[src/pkg/video_pkg.sv]
// Purpose: Shared constants and types for the colour matrix and pixel packer
// Assumes: 8-bit channels, 24-bit pixel on the fixed side
// Notes: Byte addresses on APB, one 32-bit word per register
package video_pkg;

    // ----------------------------------------
    // Register map
    // ----------------------------------------
    localparam logic [7:0] COEF_BASE_OFS = 8'h00;
    localparam logic [7:0] PACK_CTRL_OFS = 8'h30;
    localparam logic [7:0] STATUS_OFS = 8'h34;
    localparam logic [7:0] PIX_COUNT_OFS = 8'h38;
    localparam int COEF_NUM = 12;
    localparam int COEF_W = 10;
    localparam int COEF_FRAC = 8;
    localparam logic [9:0] COEF_ONE = 10'h100;
    localparam logic [9:0] COEF_ZERO = 10'h000;

    // ----------------------------------------
    // Packer control field layout
    // ----------------------------------------
    localparam int CTRL_MODE_LSB = 0;
    localparam int CTRL_RESAMPLE_BIT = 2;
    localparam int CTRL_UNPACK_BIT = 3;
    localparam logic [1:0] MODE_RESET = 2'h2;

    // ----------------------------------------
    // Width modes
    // ----------------------------------------
    typedef enum logic [1:0] {
        BPP8 = 2'h0,
        BPP16 = 2'h1,
        BPP24 = 2'h2,
        BPP32 = 2'h3
    } bpp_mode_t;

    typedef struct packed {
        logic [7:0] ch3;
        logic [7:0] ch2;
        logic [7:0] ch1;
    } pixel_t;

    typedef struct packed {
        logic [31:0] data;
        logic [1:0] last_n;
    } packed_word_t;

endpackage

[src/core/colour_matrix.sv]
// Purpose: 3x4 colour matrix with rounding and saturation
// Assumes: Coefficients signed 10-bit, two integer bits, eight fraction bits
// Notes: One register stage; output held until accepted
`timescale 1ns/100ps
module colour_matrix (
    input wire logic pclk,
    input wire logic presetn,
    input wire logic [119:0] coef,
    input wire logic in_valid,
    output logic in_ready,
    input wire video_pkg::pixel_t in_pix,
    output logic out_valid,
    input wire logic out_ready,
    output video_pkg::pixel_t out_pix
);
    logic [7:0] in_ch [3];
    logic [7:0] res [3];
    logic take;

    assign in_ch[0] = in_pix.ch1;
    assign in_ch[1] = in_pix.ch2;
    assign in_ch[2] = in_pix.ch3;
    assign in_ready = !out_valid || out_ready;
    assign take = in_valid && in_ready;

    // ----------------------------------------
    // Per output channel
    // ----------------------------------------
    genvar g;
    generate
        for (g = 0; g < 3; g++) begin : g_ch
            logic signed [9:0] c0, c1, c2, k;
            logic signed [20:0] acc;
            logic signed [20:0] rnd;
            assign c0 = signed'(coef[(3*g)*10 +: 10]);
            assign c1 = signed'(coef[(3*g+1)*10 +: 10]);
            assign c2 = signed'(coef[(3*g+2)*10 +: 10]);
            assign k = signed'(coef[(9+g)*10 +: 10]);

            // Widen before multiplying so no product is cut to operand width
            assign acc = 21'(c0) * 21'(signed'({1'b0, in_ch[0]}))
                       + 21'(c1) * 21'(signed'({1'b0, in_ch[1]}))
                       + 21'(c2) * 21'(signed'({1'b0, in_ch[2]}))
                       + 21'(k) * 21'sd255;
            // Round half up before dropping the fraction
            assign rnd = (acc + 21'sh80) >>> video_pkg::COEF_FRAC;

            assign res[g] = rnd[20] ? 8'h00 : (|rnd[19:8] ? 8'hff : rnd[7:0]);
        end
    endgenerate

    always_ff @(posedge pclk or negedge presetn) begin
        if (!presetn) begin
            out_valid <= 1'b0;
        end else if (take) begin
            out_valid <= 1'b1;
        end else if (out_ready) begin
            out_valid <= 1'b0;
        end
    end

    always_ff @(posedge pclk or negedge presetn) begin
        if (!presetn) begin
            out_pix <= '0;
        end else if (take) begin
            out_pix <= '{ch3: res[2], ch2: res[1], ch1: res[0]};
        end
    end

    AST_HOLD: assert property (@(posedge pclk) disable iff (!presetn)
        out_valid && !out_ready |=> out_valid && $stable(out_pix))
        else $error("matrix output changed while stalled");
    AST_FILL: assert property (@(posedge pclk) disable iff (!presetn)
        take |=> out_valid)
        else $error("matrix result not presented");
endmodule // colour_matrix

[src/core/video_pixel_path.sv]
// Purpose: Colour matrix preceded by width unpacker or followed by width packer, APB programmed
// Assumes: Single pixel clock; stream inputs synchronous to pclk
// Notes: APB slave answers with pready one cycle after the setup cycle
//
// Chosen here: the APB slave port and the register addresses.
`timescale 1ns/100ps
// Operation
// Each output channel is a linear sum of the three input channels plus a constant.
// Each coefficient is a signed 10-bit number with two integer and eight fraction bits.
// Outputs one to three use coefficients 1-3, 4-6, 7-9 with offsets 10, 11, 12.
// Coefficients may be written while pixels flow and apply to later pixels.
// The packer always takes 24-bit pixels and the unpacker always gives 24-bit pixels.
// The width setting offers 8, 16, 24 and 32 bits per pixel.
// In 8-bit mode pack keeps channel one and unpack zero-fills channels two and three.
// In 24-bit mode both directions pass pixels unchanged.
// In 32-bit mode pack adds a zero fourth channel and unpack drops it.
// 16-bit with resampling alternates the two chroma channels on channel two.
// 16-bit without resampling carries channels one and two and drops channel three.
// Software should pause the stream before changing the width setting.
// Stages use valid/ready, hold output until taken and stall input when full.
// Matrix outputs are rounded and saturated to the 0..255 range.
module video_pixel_path (
    input wire logic pclk,
    input wire logic presetn,
    input wire logic psel,
    input wire logic penable,
    input wire logic pwrite,
    input wire logic [7:0] paddr,
    input wire logic [31:0] pwdata,
    output logic [31:0] prdata,
    output logic pready,
    output logic pslverr,
    input wire logic s_valid,
    output logic s_ready,
    input wire logic [31:0] s_data,
    output logic m_valid,
    input wire logic m_ready,
    output logic [31:0] m_data
);
    logic [9:0] coef_q [video_pkg::COEF_NUM];
    logic [119:0] coef_flat;
    logic [1:0] mode_q;
    logic resample_q;
    logic unpack_q;
    logic [31:0] pix_count_q;
    logic phase_q;
    logic access;
    logic [3:0] widx;
    logic hit_coef;

    // ----------------------------------------
    // APB slave
    // ----------------------------------------
    assign access = psel && penable && pready;
    assign widx = paddr[5:2];
    assign hit_coef = (paddr < 8'h30) && (paddr[1:0] == 2'h0);

    always_ff @(posedge pclk or negedge presetn) begin
        if (!presetn) begin
            pready <= 1'b0;
        end else begin
            pready <= psel && !penable;
        end
    end

    always_ff @(posedge pclk or negedge presetn) begin
        if (!presetn) begin
            pslverr <= 1'b0;
        end else if (psel && !penable) begin
            pslverr <= !(hit_coef || paddr == video_pkg::PACK_CTRL_OFS
                        || paddr == video_pkg::STATUS_OFS
                        || paddr == video_pkg::PIX_COUNT_OFS);
        end
    end

    // Unity matrix by default so video passes unchanged
    genvar gi;
    generate
        for (gi = 0; gi < video_pkg::COEF_NUM; gi++) begin : g_coef
            localparam logic [9:0] RST = (gi == 0 || gi == 4 || gi == 8)
                ? video_pkg::COEF_ONE : video_pkg::COEF_ZERO;
            always_ff @(posedge pclk or negedge presetn) begin
                if (!presetn) begin
                    coef_q[gi] <= RST;
                end else if (access && pwrite && hit_coef && widx == 4'(gi)) begin
                    coef_q[gi] <= pwdata[video_pkg::COEF_W-1:0];
                end
            end
            assign coef_flat[gi*10 +: 10] = coef_q[gi];
        end
    endgenerate

    // Width change mid-stream is not guarded; software pauses first
    always_ff @(posedge pclk or negedge presetn) begin
        if (!presetn) begin
            mode_q <= video_pkg::MODE_RESET;
            resample_q <= 1'b0;
            unpack_q <= 1'b0;
        end else if (access && pwrite && paddr == video_pkg::PACK_CTRL_OFS) begin
            mode_q <= pwdata[video_pkg::CTRL_MODE_LSB +: 2];
            resample_q <= pwdata[video_pkg::CTRL_RESAMPLE_BIT];
            unpack_q <= pwdata[video_pkg::CTRL_UNPACK_BIT];
        end
    end

    always_ff @(posedge pclk or negedge presetn) begin
        if (!presetn) begin
            prdata <= 32'h0000_0000;
        end else if (psel && !penable && !pwrite) begin
            if (hit_coef) begin
                prdata <= {22'h00_0000, coef_q[widx]};
            end else if (paddr == video_pkg::PACK_CTRL_OFS) begin
                prdata <= {28'h000_0000, unpack_q, resample_q, mode_q};
            end else if (paddr == video_pkg::STATUS_OFS) begin
                prdata <= {28'h000_0000, phase_q, m_valid, s_ready, s_valid};
            end else if (paddr == video_pkg::PIX_COUNT_OFS) begin
                prdata <= pix_count_q;
            end else begin
                prdata <= 32'h0000_0000;
            end
        end
    end

    // ----------------------------------------
    // Input side: matrix on 24-bit stream, or unpack first
    // ----------------------------------------
    video_pkg::pixel_t up_pix;
    video_pkg::pixel_t cm_in;
    video_pkg::pixel_t cm_out;
    logic cm_in_valid, cm_in_ready, cm_out_valid, cm_out_ready;
    logic [31:0] pk_word;

    // Unpacker: restore 24-bit pixel from narrow word
    always_comb begin
        up_pix = s_data[23:0];
        case (video_pkg::bpp_mode_t'(mode_q))
            video_pkg::BPP8: up_pix = {16'h0000, s_data[7:0]};
            video_pkg::BPP16: begin

                if (resample_q) begin
                    up_pix = phase_q ? {s_data[15:8], 8'h00, s_data[7:0]}
                                     : {8'h00, s_data[15:8], s_data[7:0]};
                end else begin
                    up_pix = {8'h00, s_data[15:8], s_data[7:0]};
                end
            end
            video_pkg::BPP24: up_pix = s_data[23:0];
            video_pkg::BPP32: up_pix = s_data[23:0];
            default: up_pix = s_data[23:0];
        endcase
    end


    assign cm_in = unpack_q ? up_pix : video_pkg::pixel_t'(s_data[23:0]);
    assign cm_in_valid = s_valid;
    assign s_ready = cm_in_ready;

    colour_matrix u_matrix (
        .pclk(pclk),
        .presetn(presetn),
        .coef(coef_flat),
        .in_valid(cm_in_valid),
        .in_ready(cm_in_ready),
        .in_pix(cm_in),
        .out_valid(cm_out_valid),
        .out_ready(cm_out_ready),
        .out_pix(cm_out)
    );

    // ----------------------------------------
    // Output side: pack matrix result to configured width, or pass 24-bit result when unpacking
    // ----------------------------------------
    always_comb begin
        pk_word = {8'h00, cm_out};
        if (!unpack_q) begin
            case (video_pkg::bpp_mode_t'(mode_q))
                video_pkg::BPP8: pk_word = {24'h00_0000, cm_out.ch1};
                video_pkg::BPP16: begin

                    if (resample_q && phase_q) begin
                        pk_word = {16'h0000, cm_out.ch3, cm_out.ch1};
                    end else begin
                        pk_word = {16'h0000, cm_out.ch2, cm_out.ch1};
                    end
                end
                video_pkg::BPP24: pk_word = {8'h00, cm_out};
                video_pkg::BPP32: pk_word = {8'h00, cm_out};
                default: pk_word = {8'h00, cm_out};
            endcase
        end
    end

    assign cm_out_ready = !m_valid || m_ready;

    always_ff @(posedge pclk or negedge presetn) begin
        if (!presetn) begin
            m_valid <= 1'b0;
        end else if (cm_out_valid && cm_out_ready) begin
            m_valid <= 1'b1;
        end else if (m_ready) begin
            m_valid <= 1'b0;
        end
    end

    always_ff @(posedge pclk or negedge presetn) begin
        if (!presetn) begin
            m_data <= 32'h0000_0000;
        end else if (cm_out_valid && cm_out_ready) begin
            m_data <= pk_word;
        end
    end

    // Chroma phase toggles per pixel on the narrow side of the path
    always_ff @(posedge pclk or negedge presetn) begin
        if (!presetn) begin
            phase_q <= 1'b0;
        end else if (mode_q != 2'(video_pkg::BPP16) || !resample_q) begin
            phase_q <= 1'b0;
        end else if (unpack_q ? (s_valid && s_ready) : (cm_out_valid && cm_out_ready)) begin
            phase_q <= !phase_q;
        end
    end

    always_ff @(posedge pclk or negedge presetn) begin
        if (!presetn) begin
            pix_count_q <= 32'h0000_0000;
        end else if (m_valid && m_ready) begin
            pix_count_q <= pix_count_q + 32'h0000_0001;
        end
    end

    // ----------------------------------------
    // Checks
    // ----------------------------------------
    AST_OUT_HOLD: assert property (@(posedge pclk) disable iff (!presetn)
        m_valid && !m_ready |=> m_valid && $stable(m_data))
        else $error("output changed while stalled");
    AST_PACK8: assert property (@(posedge pclk) disable iff (!presetn)
        cm_out_valid && cm_out_ready && !unpack_q && mode_q == 2'h0
        |=> m_data[31:8] == 24'h00_0000)
        else $error("8-bit pack not narrowed");
    AST_PACK32: assert property (@(posedge pclk) disable iff (!presetn)
        cm_out_valid && cm_out_ready && mode_q == 2'h3 |=> m_data[31:24] == 8'h00)
        else $error("fourth channel not zero");
    AST_PASS24: assert property (@(posedge pclk) disable iff (!presetn)
        cm_out_valid && cm_out_ready && mode_q == 2'h2 |=> m_data[23:0] == $past(cm_out))
        else $error("24-bit not passed through");
    AST_PHASE: assert property (@(posedge pclk) disable iff (!presetn)
        mode_q != 2'h1 || !resample_q |=> !phase_q)
        else $error("phase active outside resample");
    AST_UNPACK8: assert property (@(posedge pclk) disable iff (!presetn)
        unpack_q && mode_q == 2'h0 |-> up_pix[23:8] == 16'h0000)
        else $error("unpack 8-bit not zero filled");
    AST_COEF_WR: assert property (@(posedge pclk) disable iff (!presetn)
        access && pwrite && hit_coef |=> coef_q[$past(widx)] == $past(pwdata[9:0]))
        else $error("coefficient write lost");
    AST_APB_READY: assert property (@(posedge pclk) disable iff (!presetn)
        psel && !penable |=> pready ##1 !pready)
        else $error("apb ready timing wrong");
endmodule // video_pixel_path

[config.mk]
export PLATFORM = sky130hd
export DESIGN_NAME = video_pixel_path
export DESIGN_NICKNAME = d
export VERILOG_FILES = /design/src/pkg/video_pkg.sv /design/src/core/colour_matrix.sv /design/src/core/video_pixel_path.sv
export SDC_FILE = /design/constraint.sdc
export NUM_CORES = 2
export LEC_CHECK = 0
export BUFFER_PORTS_ARGS = -buffer_cell sky130_fd_sc_hd__buf_2
export CAP_MARGIN = 20
export CORE_MARGIN = 2
export CORE_UTILIZATION = 25
export CTS_BUF_LIST = sky130_fd_sc_hd__clkbuf_4 sky130_fd_sc_hd__clkbuf_8
export CTS_CLUSTER_DIAMETER = 100
export DETAILED_ROUTE_END_ITERATION = 10
export GPL_TIMING_DRIVEN = 0
export SYNTH_ARGS = -nofsm -noshare
export SYNTH_HDL_FRONTEND = slang
export SYNTH_SLANG_ARGS = --single-unit
[constraint.sdc]
create_clock -name pclk -period 19.5 [get_ports pclk]
set_input_delay 0 -clock pclk [delete_from_list [all_inputs] [get_ports pclk]]
set_output_delay 0 -clock pclk [all_outputs]
set_load 0.1 [all_outputs]
Word level (Yosys, flattened, before mapping)
Index checks and enable logic that the tools add are counted.
{"block": "classes", "muxes": 27, "eq_ne": 18, "mul": 12, "reduce_logical": 47, "n_lt_le_gt_ge": 2, "n_addsub": 13, "bitwise": 1}
{"operator": "21-bit adder", "count": 9}
{"operator": "10-bit by 9-bit multiplier with 19-bit output", "count": 9}
{"operator": "32-bit 2-to-1 mux", "count": 5}
{"operator": "32-bit case mux with 3 select lines", "count": 1}
{"operator": "24-bit 2-to-1 mux", "count": 3}
{"operator": "24-bit case mux with 3 select lines", "count": 1}
{"operator": "21-bit by 9-bit adder with 21-bit output (second input constant)", "count": 3}
{"operator": "10-bit by 9-bit multiplier with 19-bit output (second input constant)", "count": 3}
{"operator": "8-bit 2-to-1 mux", "count": 6}
{"operator": "10-bit binary-select mux with 4-bit select", "count": 1}
{"operator": "32-bit by 1-bit adder with 32-bit output (second input constant)", "count": 1}
{"operator": "8-bit by 6-bit equality test with 1-bit output (second input constant)", "count": 3}
{"operator": "1-bit logical AND", "count": 24}
{"operator": "10-bit 2-to-1 mux", "count": 2}
{"operator": "4-bit by 3-bit equality test with 1-bit output (second input constant)", "count": 4}
{"operator": "4-bit equality test (second input constant)", "count": 4}
{"operator": "16-bit 2-to-1 mux", "count": 1}
{"operator": "5-bit OR reduction", "count": 3}
{"operator": "4-bit by 2-bit equality test with 1-bit output (second input constant)", "count": 2}
{"operator": "8-bit by 6-bit less-than comparator with 1-bit output (second input constant)", "count": 1}
{"operator": "1-bit logical NOT", "count": 7}
{"operator": "1-bit 2-to-1 mux", "count": 7}
{"operator": "1-bit logical OR", "count": 6}
{"operator": "2-bit nonzero test", "count": 3}
{"operator": "other kinds (9)", "count": 11}
{"block": "word_totals", "inputBits": 79, "word_cells": 146, "register_bits": 249}

Depth between registers and ports, before layout
{"block": "logic_depth", "ltp_word": 12, "depth_mapped": 37, "depth_no_buf": 34}

Modules after synthesis
From an unflattened synthesis, not the netlist that was laid out.
{"block": "unflattened", "cells_unflattened": 4740, "hier_area_um2": 48205.0}
{"module": "colour_matrix", "area_per_inst_um2": 38285.5, "cells_each": 3976, "n_inst": 1}
{"module": "video_pixel_path", "area_per_inst_um2": 9919.5, "cells_each": 764, "n_inst": 1}

Least setup slack after synthesis
Ideal clock, no wire load.
{"block": "synth_path", "path_kind": "flip-flop to flip-flop", "from": "register mode_q[1]", "to": "register u_matrix.out_pix[16] (netlist bit)", "arrival_ns": 8.454, "t_required_ns": 19.357, "path_stages_with_launch": 33, "n_path_buf": 3, "setup_ns": 0.143, "path_slack_ns": 10.904, "path_cell_list": "dfstp_2 nand2b_1 clkbuf_1 a21oi_1 nor2b_1 clkbuf_1 clkbuf_1 nand2_1 fa_1 fa_1 inv_1 fa_1 inv_1 fa_1 inv_1 ha_1 o21ai_0 a21oi_1 o21ai_0 nor2b_1 xor2_1 fa_1 fa_1 inv_1 ha_1 ha_1 a21o_1 a221o_1 a21o_4 o21a_1 or4_4 a221oi_4 a211oi_1"}
{"block": "synth_via", "elab_chain_cells": 12, "word_cells_on_any_way": 17, "cone_classes": "add/sub: 4; mul: 3; eq/ne: 3; mux: 4; reduce/logical: 3"}
{"element": "start, declared", "line_no": "video_pixel_path.sv:42", "text": "logic [1:0] mode_q;"}
{"element": "start signal, assigned", "line_no": "video_pixel_path.sv:96", "text": "mode_q <= video_pkg::MODE_RESET;"}
{"element": "start signal, assigned", "line_no": "video_pixel_path.sv:100", "text": "mode_q <= pwdata[video_pkg::CTRL_MODE_LSB +: 2];"}
{"element": "2-bit equality test", "line_no": "video_pixel_path.sv:136", "text": "case (video_pkg::bpp_mode_t'(mode_q))"}
{"element": "2-bit OR reduction (no source line)"}
{"element": "24-bit case mux with 3 select lines (*)", "line_no": "video_pixel_path.sv:136"}
{"element": "24-bit 2-to-1 mux (*)", "line_no": "video_pixel_path.sv:154", "text": "assign cm_in = unpack_q ? up_pix : video_pkg::pixel_t'(s_data[23:0]);"}
{"element": "10-bit by 9-bit multiplier with 19-bit output, on equally long branches", "line_no": "colour_matrix.sv:41, colour_matrix.sv:42"}
{"element": "21-bit adder", "line_no": "colour_matrix.sv:42", "text": "+ 21'(c1) * 21'(signed'({1'b0, in_ch[1]}))"}
{"element": "21-bit adder (*)", "line_no": "colour_matrix.sv:43", "text": "+ 21'(c2) * 21'(signed'({1'b0, in_ch[2]}))"}
{"element": "21-bit adder (*)", "line_no": "colour_matrix.sv:44", "text": "+ 21'(k) * 21'sd255;"}
{"element": "21-bit by 9-bit adder with 21-bit output (*)", "line_no": "colour_matrix.sv:46", "text": "assign rnd = (acc + 21'sh80) >>> video_pkg::COEF_FRAC;"}
{"element": "5-bit OR reduction", "line_no": "colour_matrix.sv:48", "text": "assign res[g] = rnd[20] ? 8'h00 : (|rnd[19:8] ? 8'hff : rnd[7:0]);"}
{"element": "8-bit 2-to-1 mux", "line_no": "colour_matrix.sv:48"}
{"element": "8-bit 2-to-1 mux (*)", "line_no": "colour_matrix.sv:48"}
{"element": "end signal, assigned", "line_no": "colour_matrix.sv:66", "text": "out_pix <= '{ch3: res[2], ch2: res[1], ch1: res[0]};"}
{"element": "end, declared", "line_no": "colour_matrix.sv:14", "text": "output video_pkg::pixel_t out_pix"}
Mark *: on every way between the ends. The rest lies on a longest branch, timed or not.
A chain may end at the register's enable or synchronous reset.

Worst setup path after layout
{"block": "layout_path", "from": "register mode_q[1]", "to": "register u_matrix.out_pix[9] (netlist bit)"}
The elaborated chain is that of the path after synthesis.

==> flow_summary.json <==
{
  "cp-end-kind": "register",
  "drtPass1Iterations": 9,
  "ys.warnings.count": 0,
  "antenna_found_initial": 11,
  "min_period_ns": 11.14,
  "worstPathArrival_ns": 11.63,
  "ir_worst_vdd_v": 0.0000438,
  "clockRootBuffer": "clkbuf_8",
  "grt_pass1_wl_um": 230000,
  "initial_core_util": 0.252,
  "ys_types": 83,
  "drc_errors": 0,
  "total_power_w": 0.00155,
  "drive_above_1_share": 0.0751,
  "cts_tree": "done",
  "area_delta_synth_final_pct": 10.3,
  "die_x_um": 453,
  "drt_iter0_drc": 2747,
  "cap_viol_max_count": 0,
  "finalSetupViolCount": 0,
  "port_buffers": 99,
  "worstMarginPinSlew_ns": 1.17,
  "netlist_instances": 5382,
  "path_clk_slew_ns": 0.07,
  "place_congestion": 0.950,
  "maxSlewViolCount": 0,
  "synth_ff_type": "dfrtp_1",
  "drtAntennaViolNets": 0,
  "cts.sinks": 241,
  "synth-seq-cells": 241,
  "cp.required_ns": 19.98,
  "vias": 37400,
  "setup_tns_ns": 0,
  "vias_per_cell": 4.52,
  "grt_pass1_vias": 39200,
  "grt_max_degree": 100,
  "cts_buffers": 42,
  "post-route-period-util": 0.571,
  "violations": "negative hold slack",
  "wl_per_cell_um": 17.9,
  "fin_worst_skew_ns": 0.0326,
  "power.density_nw_per_um2": 27.9,
  "cts.htree.levels": 2,
  "seq_area_frac_synth": 0.120,
  "crit_slowest_cell": "clkbuf_1",
  "cts.repair.resized": 0,
  "synthArstFlopShare": 1.00,
  "cts_setup_buffers": 0,
  "dieArea_um2": 205000,
  "path_delay_family": "adder cells",
  "startpoint_type": "register",
  "cts_buffer_depth": 3,
  "reg2regPathDepth": 34,
  "hold_path.class": "input port to async pin",
  "path_class": "register to register",
  "grt-ovfl-total": 0,
  "rsz0062_at_grt": "no",
  "status": "complete, but fails checks",
  "p_leak_nw": 29.1,
  "syn_avg_cell_area_um2": 9.35,
  "dpl.hpwl_um": 127000,
  "cp.depth": 34,
  "crit_top_cell": "fa_1",
  "crit_buf_inv": 9,
  "drt-total-wl_um": 148000,
  "pin_count": 147,
  "synth_edf_count": 0,
  "timing.fmax_mhz": 89.7,
  "rows": 164,
  "grtUsageTotal": 0.146,
  "holdWs_ns": -0.0111,
  "relSlewSlack": 0.222,
  "die_h_um": 453,
  "hold_violations": 7,
  "insertion_delay_ns": 0.63,
  "synth_area_um2": 50300,
  "max_stage_delay_ns": 0.71,
  "core-area_um2": 200000,
  "finalNetCount": 7046,
  "crit_fanout": 10
}
==> synth_stat cells (13+ instances only) <==
library cell  instances  share of area
nor3_1               41         0.0041
clkbuf_1            153          0.011
xnor2_1             172          0.030
a31o_2               16         0.0028
ha_1                571           0.14
inv_1              1265          0.094
mux2_2              130          0.029
xor2_1              110          0.019
a21oi_1             134          0.013
a21o_1               52         0.0078
o21bai_1             29         0.0043
a22o_1               18         0.0031
buf_1                44         0.0033
or2_2                13         0.0016
a211oi_1             33         0.0049
nor2b_1              76         0.0094
dfrtp_1             237           0.12
and3_1               24         0.0030
nand3_1              71         0.0071
fa_1                837           0.33
nor2_1              113         0.0084
or3_1                26         0.0032
nand2b_1             14         0.0017
a31oi_1              21         0.0026
o221a_2              15         0.0034
nand2_1             485          0.036
o21ai_0              73         0.0073
mux4_2               30          0.013
and2_1              367          0.046
mux2i_1              24         0.0048
==> stage by stage <==
stage | cells | utilization | setup slack [ns] | instance area, um^2 | hold WS, ns
floorplan | 5389 | - | 10.90 | 50400 | -0.296
global placement | 8144 | 0.271 | 7.34 | 54200 | 0.208
detailed placement | 8149 | 0.272 | 8.54 | 54300 | -0.0366
CTS | 8247 | 0.278 | 8.46 | 55500 | 0.00374
global route | 8256 | 0.278 | 8.07 | 55500 | 0.0321
finish | 8261 | 0.278 | 8.36 | 55500 | -0.0111
==> worst register-to-register path: cells and delay by family (launching register included) <==
family                   cells  cell delay (ns)
AND/OR/NAND/NOR              5             0.95
AO/OA/AOI/OAI                9             2.02
buffers and inverters        9             2.50
XOR/XNOR                     2             0.97
flip-flops                   1             0.57
adder cells (fa/ha/maj)      9             4.00
==> area by class of cell <==
type	count	area, um^2
flip-flops and latches	241	6040
fillers	21200	144000
well taps	2656	3320
clock buffers	66	815
repair buffers	126	830
plain buffers	209	820
diodes	13	32.5
clock inverters	11	156
inverters	1265	4750
multi-input cells	3674	38800
==> logic make-up (layout without fill, tap and decap cells) <==
group | Yosys count | after routing | synth area share
buffers and inverters | 1474 | 1677 | 0.111
adder cells (fa/ha/maj) | 1408 | 1408 | 0.475
AND/OR/NAND/NOR | 1270 | 1270 | 0.126
AO/OA/AOI/OAI | 521 | 521 | 0.0717
XOR/XNOR | 282 | 282 | 0.0491
flip-flops | 241 | 241 | 0.120
multiplexers | 185 | 185 | 0.0475
other | 1 | 21 | 0.0000745
==> flip-flops by register name, summed over array words and instances (netlist names) <==
register,count
coef_flat,120
pix_count_q,32
prdata,32
m_data,24
u_matrix.out_pix,24
mode_q,2
m_valid,1
phase_q,1
pready,1
pslverr,1
resample_q,1
u_matrix.out_valid,1
unpack_q,1
==> power breakdown <==
group,internal [W],switching [W]
Sequential,0.000532,0.0000295
Clock,0.000308,0.000226
Combinational,0.000142,0.000314
Total,0.000982,0.000570
==> cell usage in the layout, fill, tap and decap left out, types with 26 or more instances in the layout <==
cell type	instances
nand2_1	485
and2_1	367
nor2_1	113
inv_1	1265
nor3_1	41
clkbuf_8	51
o21ai_0	73
fa_1	837
mux2_2	130
nor2b_1	76
dfrtp_1	237
xnor2_1	172
a211oi_1	33
clkbuf_1	153
nand3_1	71
buf_1	44
ha_1	571
a21o_1	52
xor2_1	110
mux4_2	30
a21oi_1	134
buf_2	102
o21bai_1	29
or3_1	26
==> metal layers <==
layer  vias up  global-route usage  routed length (um)
met5         -                   0                   0
met2      1134               0.243               69700
met1     19000               0.188               61900
met3       196              0.0253               10700
met4         0              0.0546                5740
li1      17000                   -                   -
==> repair_timing <==
action	in CTS	in global routing
hold endpoints to repair	189	0
hold buffers	21	0
endpoints found under the setup margin	0	0
==> worst paths after layout <==
path,from,endpoint,slack [ns]
setup / recovery,mode_q[1],u_matrix.out_pix[9],8.36
hold reg to reg,prdata[17],prdata[17],0.46
setup reg to reg,mode_q[1],u_matrix.out_pix[9],8.36
hold / removal,presetn,m_data[18],-0.01
max in group asynchronous,presetn,coef_flat[48],18.57
min in group pclk,psel,prdata[0],0.04
No activity file was read; power rests on OpenSTA's default activity.
